<file path="src/hw/srro_pkg.sv">
/*
  Shared constants and types of the stacked region readout block.
  Assumes a sensor of fixed full size and a 32-bit register bus.
*/
package srro_pkg;
  // Geometry
  localparam int          DIM_W         = 13;
  localparam int          SUM_W         = 16;
  localparam int          PIX_W         = 12;
  localparam int          N_REG         = 8;
  localparam int          IDX_W         = 3;
  localparam logic [12:0] SENSOR_W      = 13'h1400;
  localparam logic [15:0] SENSOR_H      = 16'h0f00;
  localparam logic [12:0] WIDTH_MIN     = 13'h0008;
  localparam logic [12:0] WIDTH_STEPM   = 13'h0007;
  // Reset values and region count limit
  localparam logic [12:0] WIDTH_RST     = 13'h1400;
  localparam logic [12:0] LINES_RST     = 13'h0001;
  localparam logic [12:0] OFFS_RST      = 13'h0000;
  localparam logic [3:0]  COUNT_RST     = 4'h1;
  localparam logic [3:0]  COUNT_MAX     = 4'h8;
  // Output modes
  localparam logic [1:0]  MODE_NORMAL   = 2'h0;
  localparam logic [1:0]  MODE_STACKED  = 2'h1;
  localparam logic [1:0]  MODE_TRIGSEQ  = 2'h2;
  // Register byte addresses
  localparam int          ADDR_W        = 5;
  localparam logic [4:0]  REG_CTRL      = 5'h00;
  localparam logic [4:0]  REG_COUNT     = 5'h04;
  localparam logic [4:0]  REG_SELECT    = 5'h08;
  localparam logic [4:0]  REG_WIDTH     = 5'h0c;
  localparam logic [4:0]  REG_LINES     = 5'h10;
  localparam logic [4:0]  REG_COLX      = 5'h14;
  localparam logic [4:0]  REG_ROWY      = 5'h18;
  localparam logic [4:0]  REG_STATUS    = 5'h1c;

  typedef struct packed {
    logic [PIX_W-1:0] pix;
    logic             eol;
    logic             eof;
  } srro_word_t;

  typedef struct packed {
    logic             fval;
    logic             lval;
    logic             dval;
    logic [PIX_W-1:0] data;
  } srro_video_t;
endpackage

</file>
<file path="src/hw/srro_sync2.sv">
/*
  Two flip-flop synchroniser for a vector of independent levels.
  Assumes each bit is a slow level or clock from outside mclk's domain.
*/
`timescale 1ns/1ps
module srro_sync2 #(
  parameter int W = 2
) (
  // Clock and reset
  input  wire logic         mclk,
  input  wire logic         nrst,
  // Levels
  input  wire logic [W-1:0] async_in,
  output logic      [W-1:0] sync_out
);
  logic [W-1:0] meta_q;
  logic [W-1:0] meta_d;
  logic [W-1:0] sync_q;
  logic [W-1:0] sync_d;

  always_comb begin
    meta_d = async_in;
    sync_d = meta_q;
  end

  always_ff @(posedge mclk) begin
    if (!nrst) begin
      meta_q <= '0;
      sync_q <= '0;
    end else begin
      meta_q <= meta_d;
      sync_q <= sync_d;
    end
  end

  assign sync_out = sync_q;
endmodule

</file>
<file path="src/hw/srro_buf2.sv">
/*
  Two-entry valid/ready buffer in the pixel path.
  Assumes both sides on mclk; out_ready may stall for any time.
*/
`timescale 1ns/1ps
module srro_buf2 import srro_pkg::*; (
  // Clock and reset
  input  wire logic       mclk,
  input  wire logic       nrst,
  // Fill side
  input  wire logic       in_valid,
  output logic            in_ready,
  input  wire srro_word_t in_data,
  // Drain side
  output logic            out_valid,
  input  wire logic       out_ready,
  output srro_word_t      out_data
);
  srro_word_t ent_q [2];
  srro_word_t ent_d [2];
  logic [1:0] cnt_q;
  logic [1:0] cnt_d;
  logic       pop;
  logic       push;

  always_comb begin
    pop      = out_ready && (cnt_q != 2'h0);
    push     = in_valid && (cnt_q != 2'h2);
    ent_d    = ent_q;
    cnt_d    = cnt_q;
    if (pop) begin
      ent_d[0] = ent_q[1];
    end
    if (push) begin
      ent_d[(pop ? cnt_q - 2'h1 : cnt_q) == 2'h0 ? 0 : 1] = in_data;
    end
    cnt_d = cnt_q + {1'b0, push} - {1'b0, pop};
  end

  always_ff @(posedge mclk) begin
    if (!nrst) begin
      ent_q[0] <= '0;
      ent_q[1] <= '0;
      cnt_q    <= 2'h0;
    end else begin
      ent_q    <= ent_d;
      cnt_q    <= cnt_d;
    end
  end

  assign in_ready  = (cnt_q != 2'h2);
  assign out_valid = (cnt_q != 2'h0);
  assign out_data  = ent_q[0];
endmodule

</file>
<file path="src/hw/srro_top.sv">
/*
  Stacked region readout: region table, sensor read sequencer, video link output.
  Assumes a sensor read port with one cycle latency on mclk, a link clock and
  trigger arriving as pins, and an Avalon-MM master on mclk.
*/
`timescale 1ns/1ps
// What this block does
// Stacked mode reads up to eight bands per frame
// One common width for every band
// Region table used in stacked and trigger sequence modes, not in normal mode
// Region count one to eight, default one
// Selector picks entry for per-entry accesses
// Width default 5120, width plus offsets bounded
// Per-entry line count, default one
// Per-entry start column, default zero
// Per-entry start line; total lines below height
// Stacked frame is common width by summed lines
// Trigger sequence mode starts at first entry
// Entries ascending; bands start at their offsets
module srro_top import srro_pkg::*; (
  // Clock and reset
  input  wire logic               mclk,
  input  wire logic               nrst,
  // Register bus
  input  wire logic [ADDR_W-1:0]  avs_address,
  input  wire logic               avs_read,
  input  wire logic               avs_write,
  input  wire logic [31:0]        avs_writedata,
  output logic      [31:0]        avs_readdata,
  output logic                    avs_waitrequest,
  // Trigger pin
  input  wire logic               trigger_in,
  // Sensor read port
  output logic                    sen_rd_req,
  output logic      [DIM_W-1:0]   sen_rd_line,
  output logic      [DIM_W-1:0]   sen_rd_col,
  input  wire logic [PIX_W-1:0]   sen_pix,
  // Video link
  input  wire logic               link_clk,
  output srro_video_t             lnk_out
);
  typedef enum logic {SRRO_IDLE, SRRO_RUN} srro_gen_t;

  // Unit steps sized to their counters
  localparam logic [DIM_W-1:0] D_ONE = DIM_W'(1);
  localparam logic [IDX_W-1:0] I_ONE = IDX_W'(1);

  function automatic logic [SUM_W-1:0] sum_lines(input logic [DIM_W-1:0] a [N_REG],
                                                 input logic [3:0] n);
    logic [SUM_W-1:0] s;
    s = '0;
    for (int i = 0; i < N_REG; i++) begin
      if (4'(i) < n) s = s + SUM_W'(a[i]);
    end
    return s;
  endfunction

  function automatic logic [DIM_W-1:0] max_col(input logic [DIM_W-1:0] a [N_REG]);
    logic [DIM_W-1:0] m;
    m = '0;
    for (int i = 0; i < N_REG; i++) begin
      if (a[i] > m) m = a[i];
    end
    return m;
  endfunction

  // Pin synchronisers and edge detection
  logic [1:0] pin_sy;
  logic [1:0] pin_prev_q;
  logic       lclk_fall;
  logic       trig_rise;

  srro_sync2 #(.W(2)) u_sync (
    .mclk     (mclk),
    .nrst     (nrst),
    .async_in ({link_clk, trigger_in}),
    .sync_out (pin_sy)
  );

  always_ff @(posedge mclk) begin
    if (!nrst) pin_prev_q <= 2'h0;
    else       pin_prev_q <= pin_sy;
  end
  assign lclk_fall = pin_prev_q[1] && !pin_sy[1];
  assign trig_rise = !pin_prev_q[0] && pin_sy[0];

  // Configuration state
  logic [1:0]       mode_q,  mode_d;
  logic [3:0]       count_q, count_d;
  logic [IDX_W-1:0] sel_q,   sel_d;
  logic [DIM_W-1:0] width_q, width_d;
  logic [DIM_W-1:0] lines_q [N_REG];
  logic [DIM_W-1:0] lines_d [N_REG];
  logic [DIM_W-1:0] colx_q  [N_REG];
  logic [DIM_W-1:0] colx_d  [N_REG];
  logic [DIM_W-1:0] rowy_q  [N_REG];
  logic [DIM_W-1:0] rowy_d  [N_REG];
  logic             rej_q,   rej_d;
  logic             ack_q,   ack_d;
  logic [31:0]      rdata_q, rdata_d;
  logic             mode_wr;
  logic             wr_fire;
  logic [DIM_W-1:0] wv;
  logic             wbig;
  logic [SUM_W-1:0] sum_all;

  // Generator state
  srro_gen_t        g_q, g_d;
  logic [1:0]       fmode_q, fmode_d;
  logic [IDX_W-1:0] e_q, e_d;
  logic [IDX_W-1:0] seq_q, seq_d;
  logic [DIM_W-1:0] l_q, l_d;
  logic [DIM_W-1:0] c_q, c_d;
  logic             req_q, req_d;
  logic             pend_q, pend_d;
  logic [1:0]       flag_q, flag_d;
  logic [DIM_W-1:0] rl_q, rl_d;
  logic [DIM_W-1:0] rc_q, rc_d;

  assign sum_all = sum_lines(lines_q, COUNT_MAX);
  assign wr_fire = avs_write && ack_q;
  assign wv      = avs_writedata[DIM_W-1:0];
  assign wbig    = |avs_writedata[31:DIM_W];

  // Bus answer one cycle after the request appears
  assign avs_waitrequest = (avs_read || avs_write) && !ack_q;
  assign avs_readdata    = rdata_q;

  always_comb begin
    ack_d   = (avs_read || avs_write) && !ack_q;
    rdata_d = rdata_q;
    if (avs_read && !ack_q) begin
      case (avs_address)
        REG_CTRL:   rdata_d = {30'h0, mode_q};
        REG_COUNT:  rdata_d = {28'h0, count_q};
        REG_SELECT: rdata_d = {28'h0, {1'b0, sel_q} + 4'h1};
        REG_WIDTH:  rdata_d = {19'h0, width_q};
        REG_LINES:  rdata_d = {19'h0, lines_q[sel_q]};
        REG_COLX:   rdata_d = {19'h0, colx_q[sel_q]};
        REG_ROWY:   rdata_d = {19'h0, rowy_q[sel_q]};
        REG_STATUS: rdata_d = {sum_lines(lines_q, count_q), 8'h0, rej_q, seq_q, e_q,
                               g_q == SRRO_RUN};
        default:    rdata_d = 32'h0;
      endcase
    end
  end

  always_comb begin
    mode_d  = mode_q;
    count_d = count_q;
    sel_d   = sel_q;
    width_d = width_q;
    lines_d = lines_q;
    colx_d  = colx_q;
    rowy_d  = rowy_q;
    rej_d   = rej_q;
    mode_wr = 1'b0;
    if (wr_fire) begin
      rej_d = 1'b0;
      case (avs_address)
        REG_CTRL: begin
          if (avs_writedata[31:2] == '0 && avs_writedata[1:0] <= MODE_TRIGSEQ) begin
            mode_d  = avs_writedata[1:0];
            mode_wr = 1'b1;
          end else rej_d = 1'b1;
        end
        REG_COUNT: begin
          if (!wbig && wv != '0 && wv <= DIM_W'(COUNT_MAX)) count_d = wv[3:0];
          else rej_d = 1'b1;
        end
        REG_SELECT: begin
          if (!wbig && wv != '0 && wv <= DIM_W'(COUNT_MAX)) sel_d = IDX_W'(wv - D_ONE);
          else rej_d = 1'b1;
        end
        REG_WIDTH: begin
          if (!wbig && wv >= WIDTH_MIN && (wv & WIDTH_STEPM) == '0
              && {1'b0, wv} + {1'b0, max_col(colx_q)} <= {1'b0, SENSOR_W}) begin
            width_d = wv;
          end else rej_d = 1'b1;
        end
        REG_LINES: begin
          if (!wbig && wv != '0
              && sum_all - SUM_W'(lines_q[sel_q]) + SUM_W'(wv) < SENSOR_H
              && SUM_W'(wv) + SUM_W'(rowy_q[sel_q]) <= SENSOR_H) begin
            lines_d[sel_q] = wv;
          end else rej_d = 1'b1;
        end
        REG_COLX: begin
          if (!wbig && {1'b0, wv} + {1'b0, width_q} <= {1'b0, SENSOR_W}) begin
            colx_d[sel_q] = wv;
          end else rej_d = 1'b1;
        end
        REG_ROWY: begin
          if (!wbig && SUM_W'(wv) + SUM_W'(lines_q[sel_q]) <= SENSOR_H) begin
            rowy_d[sel_q] = wv;
          end else rej_d = 1'b1;
        end
        default: ;
      endcase
    end
  end

  always_ff @(posedge mclk) begin
    if (!nrst) begin
      ack_q   <= 1'b0;
      rdata_q <= 32'h0;
      mode_q  <= MODE_NORMAL;
      count_q <= COUNT_RST;
      sel_q   <= '0;
      width_q <= WIDTH_RST;
      rej_q   <= 1'b0;
      for (int i = 0; i < N_REG; i++) begin
        lines_q[i] <= LINES_RST;
        colx_q[i]  <= OFFS_RST;
        rowy_q[i]  <= OFFS_RST;
      end
    end else begin
      ack_q   <= ack_d;
      rdata_q <= rdata_d;
      mode_q  <= mode_d;
      count_q <= count_d;
      sel_q   <= sel_d;
      width_q <= width_d;
      rej_q   <= rej_d;
      lines_q <= lines_d;
      colx_q  <= colx_d;
      rowy_q  <= rowy_d;
    end
  end

  // Sensor read sequencer
  logic             buf_in_ready;
  logic             issue;
  logic [DIM_W-1:0] cur_w, cur_h, cur_r0, cur_c0;
  logic [IDX_W-1:0] last_e;
  logic             eol, eof;

  always_comb begin
    g_d     = g_q;
    fmode_d = fmode_q;
    e_d     = e_q;
    seq_d   = seq_q;
    l_d     = l_q;
    c_d     = c_q;
    rl_d    = rl_q;
    rc_d    = rc_q;
    flag_d  = flag_q;
    pend_d  = req_q;
    req_d   = 1'b0;
    cur_w   = (fmode_q == MODE_NORMAL) ? SENSOR_W : width_q;
    cur_h   = (fmode_q == MODE_NORMAL) ? SENSOR_H[DIM_W-1:0] : lines_q[e_q];
    cur_r0  = (fmode_q == MODE_NORMAL) ? '0 : rowy_q[e_q];
    cur_c0  = (fmode_q == MODE_NORMAL) ? '0 : colx_q[e_q];
    last_e  = (fmode_q == MODE_STACKED) ? IDX_W'(count_q - 4'h1) : e_q;
    eol     = (c_q == cur_w - D_ONE);
    eof     = eol && (l_q == cur_h - D_ONE) && (e_q == last_e);
    issue   = (g_q == SRRO_RUN) && buf_in_ready && !req_q && !pend_q;
    if (mode_wr) seq_d = '0;
    case (g_q)
      SRRO_IDLE: begin
        if (mode_q != MODE_TRIGSEQ || trig_rise) begin
          g_d     = SRRO_RUN;
          fmode_d = mode_q;
          e_d     = (mode_q == MODE_TRIGSEQ) ? seq_d : '0;
          l_d     = '0;
          c_d     = '0;
        end
      end
      SRRO_RUN: begin
        if (issue) begin
          req_d  = 1'b1;
          rl_d   = cur_r0 + l_q;
          rc_d   = cur_c0 + c_q;
          flag_d = {eol, eof};
          c_d    = eol ? '0 : c_q + D_ONE;
          if (eol) begin
            l_d = (l_q == cur_h - D_ONE) ? '0 : l_q + D_ONE;
            if (l_q == cur_h - D_ONE) begin
              if (e_q == last_e) begin
                g_d = SRRO_IDLE;
                if (fmode_q == MODE_TRIGSEQ && !mode_wr) begin
                  seq_d = (4'(seq_q) == count_q - 4'h1) ? '0 : seq_q + I_ONE;
                end
              end else e_d = e_q + I_ONE;
            end
          end
        end
      end
      default: g_d = SRRO_IDLE;
    endcase
  end

  always_ff @(posedge mclk) begin
    if (!nrst) begin
      g_q     <= SRRO_IDLE;
      fmode_q <= MODE_NORMAL;
      e_q     <= '0;
      seq_q   <= '0;
      l_q     <= '0;
      c_q     <= '0;
      req_q   <= 1'b0;
      pend_q  <= 1'b0;
      flag_q  <= 2'h0;
      rl_q    <= '0;
      rc_q    <= '0;
    end else begin
      g_q     <= g_d;
      fmode_q <= fmode_d;
      e_q     <= e_d;
      seq_q   <= seq_d;
      l_q     <= l_d;
      c_q     <= c_d;
      req_q   <= req_d;
      pend_q  <= pend_d;
      flag_q  <= flag_d;
      rl_q    <= rl_d;
      rc_q    <= rc_d;
    end
  end

  assign sen_rd_req  = req_q;
  assign sen_rd_line = rl_q;
  assign sen_rd_col  = rc_q;

  // Flag pair follows the request into the buffer
  logic [1:0]  fl2_q;
  srro_word_t  buf_in, buf_out;
  logic        buf_out_valid, buf_out_ready;

  always_ff @(posedge mclk) begin
    if (!nrst) fl2_q <= 2'h0;
    else       fl2_q <= flag_q;
  end
  assign buf_in = '{pix: sen_pix, eol: fl2_q[1], eof: fl2_q[0]};

  srro_buf2 u_buf (
    .mclk      (mclk),
    .nrst      (nrst),
    .in_valid  (pend_q),
    .in_ready  (buf_in_ready),
    .in_data   (buf_in),
    .out_valid (buf_out_valid),
    .out_ready (buf_out_ready),
    .out_data  (buf_out)
  );

  // Link output, changes on link clock falling edges
  srro_video_t vid_q, vid_d;
  logic        gap_q, gap_d;
  logic        fend_q, fend_d;

  assign buf_out_ready = lclk_fall && !gap_q;

  always_comb begin
    vid_d  = vid_q;
    gap_d  = gap_q;
    fend_d = fend_q;
    if (lclk_fall) begin
      if (gap_q) begin
        vid_d.lval = 1'b0;
        vid_d.dval = 1'b0;
        gap_d      = 1'b0;
        if (fend_q) vid_d.fval = 1'b0;
        fend_d = 1'b0;
      end else if (buf_out_valid) begin
        vid_d  = '{fval: 1'b1, lval: 1'b1, dval: 1'b1, data: buf_out.pix};
        gap_d  = buf_out.eol;
        fend_d = buf_out.eof;
      end else begin
        vid_d.dval = 1'b0;
      end
    end
  end

  always_ff @(posedge mclk) begin
    if (!nrst) begin
      vid_q  <= '0;
      gap_q  <= 1'b0;
      fend_q <= 1'b0;
    end else begin
      vid_q  <= vid_d;
      gap_q  <= gap_d;
      fend_q <= fend_d;
    end
  end
  assign lnk_out = vid_q;
endmodule

</file>
<file path="config.mk">
export PLATFORM = sky130hd
export DESIGN_NAME = srro_top
export DESIGN_NICKNAME = d
export VERILOG_FILES = /design/src/hw/srro_pkg.sv /design/src/hw/srro_sync2.sv /design/src/hw/srro_buf2.sv /design/src/hw/srro_top.sv
export SDC_FILE = /design/constraint.sdc
export NUM_CORES = 2
export LEC_CHECK = 0
export ABC_AREA = 1
export BUFFER_PORTS_ARGS = -buffer_cell sky130_fd_sc_hd__buf_2
export CAP_MARGIN = 10
export CORE_MARGIN = 2
export CORE_UTILIZATION = 40
export CTS_CLUSTER_DIAMETER = 60
export DETAILED_ROUTE_END_ITERATION = 10
export SETUP_SLACK_MARGIN = 0.3
export SYNTH_ARGS = -nofsm -noshare
export SYNTH_HDL_FRONTEND = slang
export SYNTH_SLANG_ARGS = --single-unit
</file>
<file path="constraint.sdc">
create_clock -name mclk -period 30 [get_ports mclk]
set_input_delay 1.5 -clock mclk [delete_from_list [all_inputs] [get_ports mclk]]
set_output_delay 1.5 -clock mclk [all_outputs]
set_load 0.005 [all_outputs]
</file>
; ---- Word-level counts from Yosys, hierarchy flattened
; Index checks and enable logic that the tools add are counted.
[op_classes]
addsub = 34
order_cmp = 29
eq_ne = 22
mux = 130
bitwise_logic = 5
n_reduce_logical = 62
[ops]
columns = operator, n
row1 = $mux 13, 48
row2 = $mux 16, 21
row3 = $bwmux 104, 3
row4 = $pmux 32 s8, 1
row5 = $bmux 13 s3, 6
row6 = $add 16x13->16, 12
row7 = $gt 13x13->1, 7
row8 = $add 13x13->14, 5
row9 = $pmux 13 s2, 2
row10 = $mux 3, 16
row11 = $demux 13 s3, 1
row12 = $ge 32x2->1 const B, 1
row13 = $lt 32x1->1 const B, 1
row14 = $not 32->32, 1
row15 = $logic_not 30->1, 1
row16 = $reduce_and 3->1, 10
row17 = $bwmux 28, 1
row18 = $le 14x12->1 const B, 2
row19 = $le 14x13->1 const B, 2
row20 = $mux 14, 2
row21 = $mux 28, 1
row22 = $add 13x1->13 const B, 2
row23 = $add 13x13->13, 2
row24 = $eq 13x13->1, 2
row25 = 50 further kinds, 132
[word_totals]
reg_bits = 488
wordCells = 341

; ---- Depth between registers and ports, before layout
[logic_depth]
depth_word = 37
ltp_mapped = 112
depth_no_buf = 109

; ---- Cells and area by module
; Synthesis repeated with hierarchy kept, for this count alone.
[unflattened]
hier_cells = 5929
hier_area_um2 = 39715.6
[by_module_without_submodules]
columns = mod, instances, cells_each, area_each_um2
row1 = srro_top, 1, 5651, 37916.4
row2 = srro_buf2, 1, 266, 1689.1
row3 = srro_sync2, 1, 12, 110.1

; ---- Least setup slack after synthesis
; No wires, ideal clock.
[synth_path]
path_kind = reg-to-reg
from = register colx_q[99] (netlist name)
to = register width_q[0]
setup_ns = 0.128
arrival_ns = 12.977
slack_ns = 16.894
path_stages_with_launch = 101
path_buffers = 8
period_less_slack_ns = 13.106
path_cell_list = dfxtp_1 > inv_1 > ha_1 > nand2_1 > nor2_1 > nand4_1 > o41ai_2 > clkbuf_1 > nand2_1 > o21ai_0 > ha_1 > a21oi_1 > o221ai_1 > nand3_1 > o2111ai_1 > nand2_1 > clkbuf_1 > nand2_1 > [65 not listed] > nand2_1 > buf_1 > nand3_1 > nand2_1 > ha_1 > a21oi_1 > nor2_1 > o21ai_0 > o2111ai_1 > xnor2_1 > nand2_1 > nor3_1 > nand3_1 > nand2_1 > nand4_1 > clkbuf_1 > o21ai_0 > a21oi_1
[synth_between]
elab_chain_len = 36
[synth_rtl]
columns = item, line_no
row1 = from (decl), srro_top.sv:94  ; logic [DIM_W-1:0] colx_q [N_REG];
row2 = from (signal assigned), srro_top.sv:226  ; colx_q <= colx_d;
row3 = $gt 13x1->1, srro_top.sv:62  ; if (a[i] > m) m = a[i];
row4 = $mux 13 *, srro_top.sv:62
row5 = $mux 13 *, srro_top.sv:160  ; case (avs_address)
row6 = $mux 13 *, srro_top.sv:158  ; if (wr_fire) begin
row7 = $gt 13x13->1, srro_top.sv:62
row8 = $mux 13 *, srro_top.sv:62
row9 = $mux 13 *, srro_top.sv:160
row10 = $mux 13 *, srro_top.sv:158
row11 = [20 not listed], n/a
row12 = $gt 13x13->1, srro_top.sv:62
row13 = $mux 13 *, srro_top.sv:62
row14 = $mux 13 *, srro_top.sv:160
row15 = $mux 13 *, srro_top.sv:158
row16 = $add 13x13->14 *, srro_top.sv:177  ; && {1'b0, wv} + {1'b0, max_col(colx_q)} <= {1'b0, SENSOR_W}) begin
row17 = $le 14x13->1 *, srro_top.sv:177
row18 = $logic_and 1x1->1 *, srro_top.sv:177
row19 = $reduce_and 3->1 (no line) *, n/a
row20 = to (signal assigned), srro_top.sv:223  ; width_q <= width_d;
row21 = to (decl), srro_top.sv:91  ; logic [DIM_W-1:0] width_q, width_d;
; Mark *: on every way between the ends. The rest lies on a longest branch, timed or not. The select of a mux whose other input is x is not followed.
; A chain may end at the register's enable or synchronous reset.

; ---- Worst setup path after layout
[layout_path]
from = register colx_q[98] (netlist name)
to = register width_q[5]
; The elaborated chain is that of the path after synthesis.

==> results.ini <==
[setup_path]
cpMaxStageDelayCell = nand4_1
r2r_start = colx_q[98]
worst-setup-path-type = register to register
r2r_end = width_q[5]
critPathMaxStageDelay_ns = 0.85
crit_arrival_ns = 17.95
cp_max_fo = 26
rrSetupSlack_ns = 12.53
end_kind = register
path_delay_family = simple AND/OR/NAND/NOR gates
crit_path_start_kind = register
path_depth = 95
crit_required_ns = 30.49
path_buf_inv = 13
path_common_cell = nand2_1
crit_end = width_q[5]
startpoint = colx_q[98]
reg2reg_depth = 95

[timing]
final.setup_skew_ns = 0.0327
slew_viol_final = 0
setup_viol = 0
slew_headroom_pct = 5.79
rsz0062_at_grt = false
finalCriticalPeriod_ns = 17.47
finalSetupTns_ns = 0
hold_ws_ns = 0.422
period_share_pct = 58.2
fmax_mhz = 57.3
hold_viol_final = 0
tightest_slew_ns = 1.39

[clock_tree]
cts_max_level = 3
clk_latency_ns = 0.64
clkTransAtPathRegs_ns = 0.06
cts_hold_buf = 0
cts_tree = yes
clock_sinks = 485
cts_setup_buffers = 0
ctsResizeCount = 0
cts_buffers = 68
cts.path.max_buffers = 3
cts-root-buf = clkbuf_16

[floorplanning]
die-area_um2 = 99700
core_area_um2 = 96600
rows = 114
ioPinCount = 130
die_x_um = 316
start_util_pct = 40.3
die_h_um = 316

[yosys]
ys_ff_latch = 485
yosysSeqAreaShare_pct = 25.0
ys_async_sr_fraction_pct = 0
synth_edf_count = 0
ys_types = 67
syn_area_per_cell_um2 = 6.80
netlist_instances = 5715
netlist_area_um2 = 38900
synth_ff_type = dfxtp_1
yosys_warnings = 0
synth.area.top_cells = dfxtp_1 25%, nand2_1 11%, ha_1 9.8%
synth_area_leader_cell = dfxtp_1
synth_top_area_share_pct = 25.0

[global_routing]
grt_pass1_vias = 37172
track_usage_pct = 30.7
overflow = 0
grt_max_degree = 218
antenna_found_initial = 2
grt_first_pass_wirelength_um = 232000

[route]
drt-wirelength-per-cell_um = 22.3
wirelength_um = 157000
drtIter0Drc = 4496
vias = 40262
drc = 0
ant_nets = 0
first_pass_iters = 8
viasPerCell = 5.73

[placement]
dp_hpwl_um = 116000
place_congestion = 0.998
io_buffers = 126

[layout]
nets = 6163
final_common_cell = nand2_1
mostFrequentLayoutCells = 1137 x nand2_1, 701 x a21oi_1, 639 x inv_1
syn2layout_area_growth_pct = 9.69
drive_gt1_share_pct = 6.74

[worst_hold_path]
hold_class = register to register

[run]
cap_violations = 0

[status]
outcome = finished, final reports clean

[pwr]
powerDensity_nw_per_um2 = 39.5
leakage_nw = 18.7
peakVddDrop_mv = 0.0365

[worst min path at each step]
stage / from / endpoint / slack (ns) / depth (start not counted)
floorplan: u_sync.meta_q[0] / u_sync.sync_out[0] / 0.39 / 2
global placement: u_sync.meta_q[1] / u_sync.sync_out[1] / 0.40 / 2
detailed placement: u_sync.meta_q[1] / u_sync.sync_out[1] / 0.40 / 2
CTS: u_sync.meta_q[0] / u_sync.sync_out[0] / 0.43 / 2
global route: u_sync.meta_q[0] / u_sync.sync_out[0] / 0.44 / 2
finish: u_sync.meta_q[0] / u_sync.sync_out[0] / 0.42 / 2
[logic make-up after synthesis]
logic type	after synthesis	share of synthesized area [%]
and+or+nand+nor	1980	21.4
other	1	0.00965
adders and majority gates	419	15.7
DFF	485	25.0
buffers and inverters	957	9.72
xor gates and xnor gates	174	3.96
AOI/OAI and AO/OA	1699	24.2
[through the flow]
step | cells | power [mW] | area, um2 | util (%) | setup slack (ns)
after CTS | 7019 | 1.69 | 42600 | 44.1 | 12.81
after floorplan | 5717 | 0.812 | 38900 | - | 16.89
after global placement | 6895 | 0.882 | 40400 | 41.8 | 13.22
final | 7022 | 1.68 | 42600 | 44.2 | 12.53
after global routing | 7019 | 1.74 | 42600 | 44.1 | 10.38
after detailed placement | 6895 | 0.883 | 40400 | 41.8 | 12.85
[registers in the layout (all words and copies together), names as in the netlist, 3 cells and up]
register        cells
count_q             4
seq_q               3
width_q            13
l_q                13
u_buf.out_data     14
e_q                 3
lines_q           104
sen_rd_col         13
u_buf.ent_q        14
sen_rd_line        13
avs_readdata       29
sel_q               3
colx_q            104
c_q                13
lnk_out            15
rowy_q            104
[Yosys cell counts, drive strengths merged (2+ instances only)]
cell     count
o21bai      13
nand3      259
buf         76
a21o        13
xor2       119
inv        658
a22oi       20
o31ai       11
a21boi       5
o41ai       13
ha         306
a21oi      704
o2111a       2
nand2     1140
o22ai       69
clkbuf     211
nor3b        6
o2bb2ai      7
nor4        14
a31oi       44
o221ai       5
a311oi       7
a211oi      11
o21ai      637
nor3        53
a221oi      42
nor2       391
fa         113
nand2b       2
xnor2       54
and2        23
o2111ai     21
o21a        20
nand3b       8
dfxtp      485
and3         4
nand4       54
clkinv      12
or2         25
o211ai      50
[power breakdown]
part / leakage [nW] / total [mW] / switching [mW] / internal (mW)
clock: 1.11 / 0.811 / 0.332 / 0.479
combinational: 13.6 / 0.209 / 0.145 / 0.0638
sequential: 3.92 / 0.664 / 0.00994 / 0.654
total: 18.7 / 1.68 / 0.487 / 1.20
[tightest hold or removal path, stage by stage, from the launching register on]
cell and delay [ns]:
dfxtp_1 0.30, nand2_1 0.05, inv_1 0.04
[area by class of cell]
cell class,instances,area (um2)
Fill cell,10034,53900
Multi-Input combinational cell,4275,25400
Sequential cell,485,9720
Inverter,670,2520
Clock buffer,96,1960
Tap cell,1276,1600
Timing Repair Buffer,189,1120
Clock inverter,28,282
Antenna cell,3,7.51
[layer usage]
metal	global-route usage [%]	vias up	share of wire (%)
met5	0	-	0.0077
met2	48.1	1864	44
met4	16.0	2	5.8
met3	5.20	431	8.8
met1	40.4	18767	42
li1	-	19198	-
(Power assumes the default switching activity.)
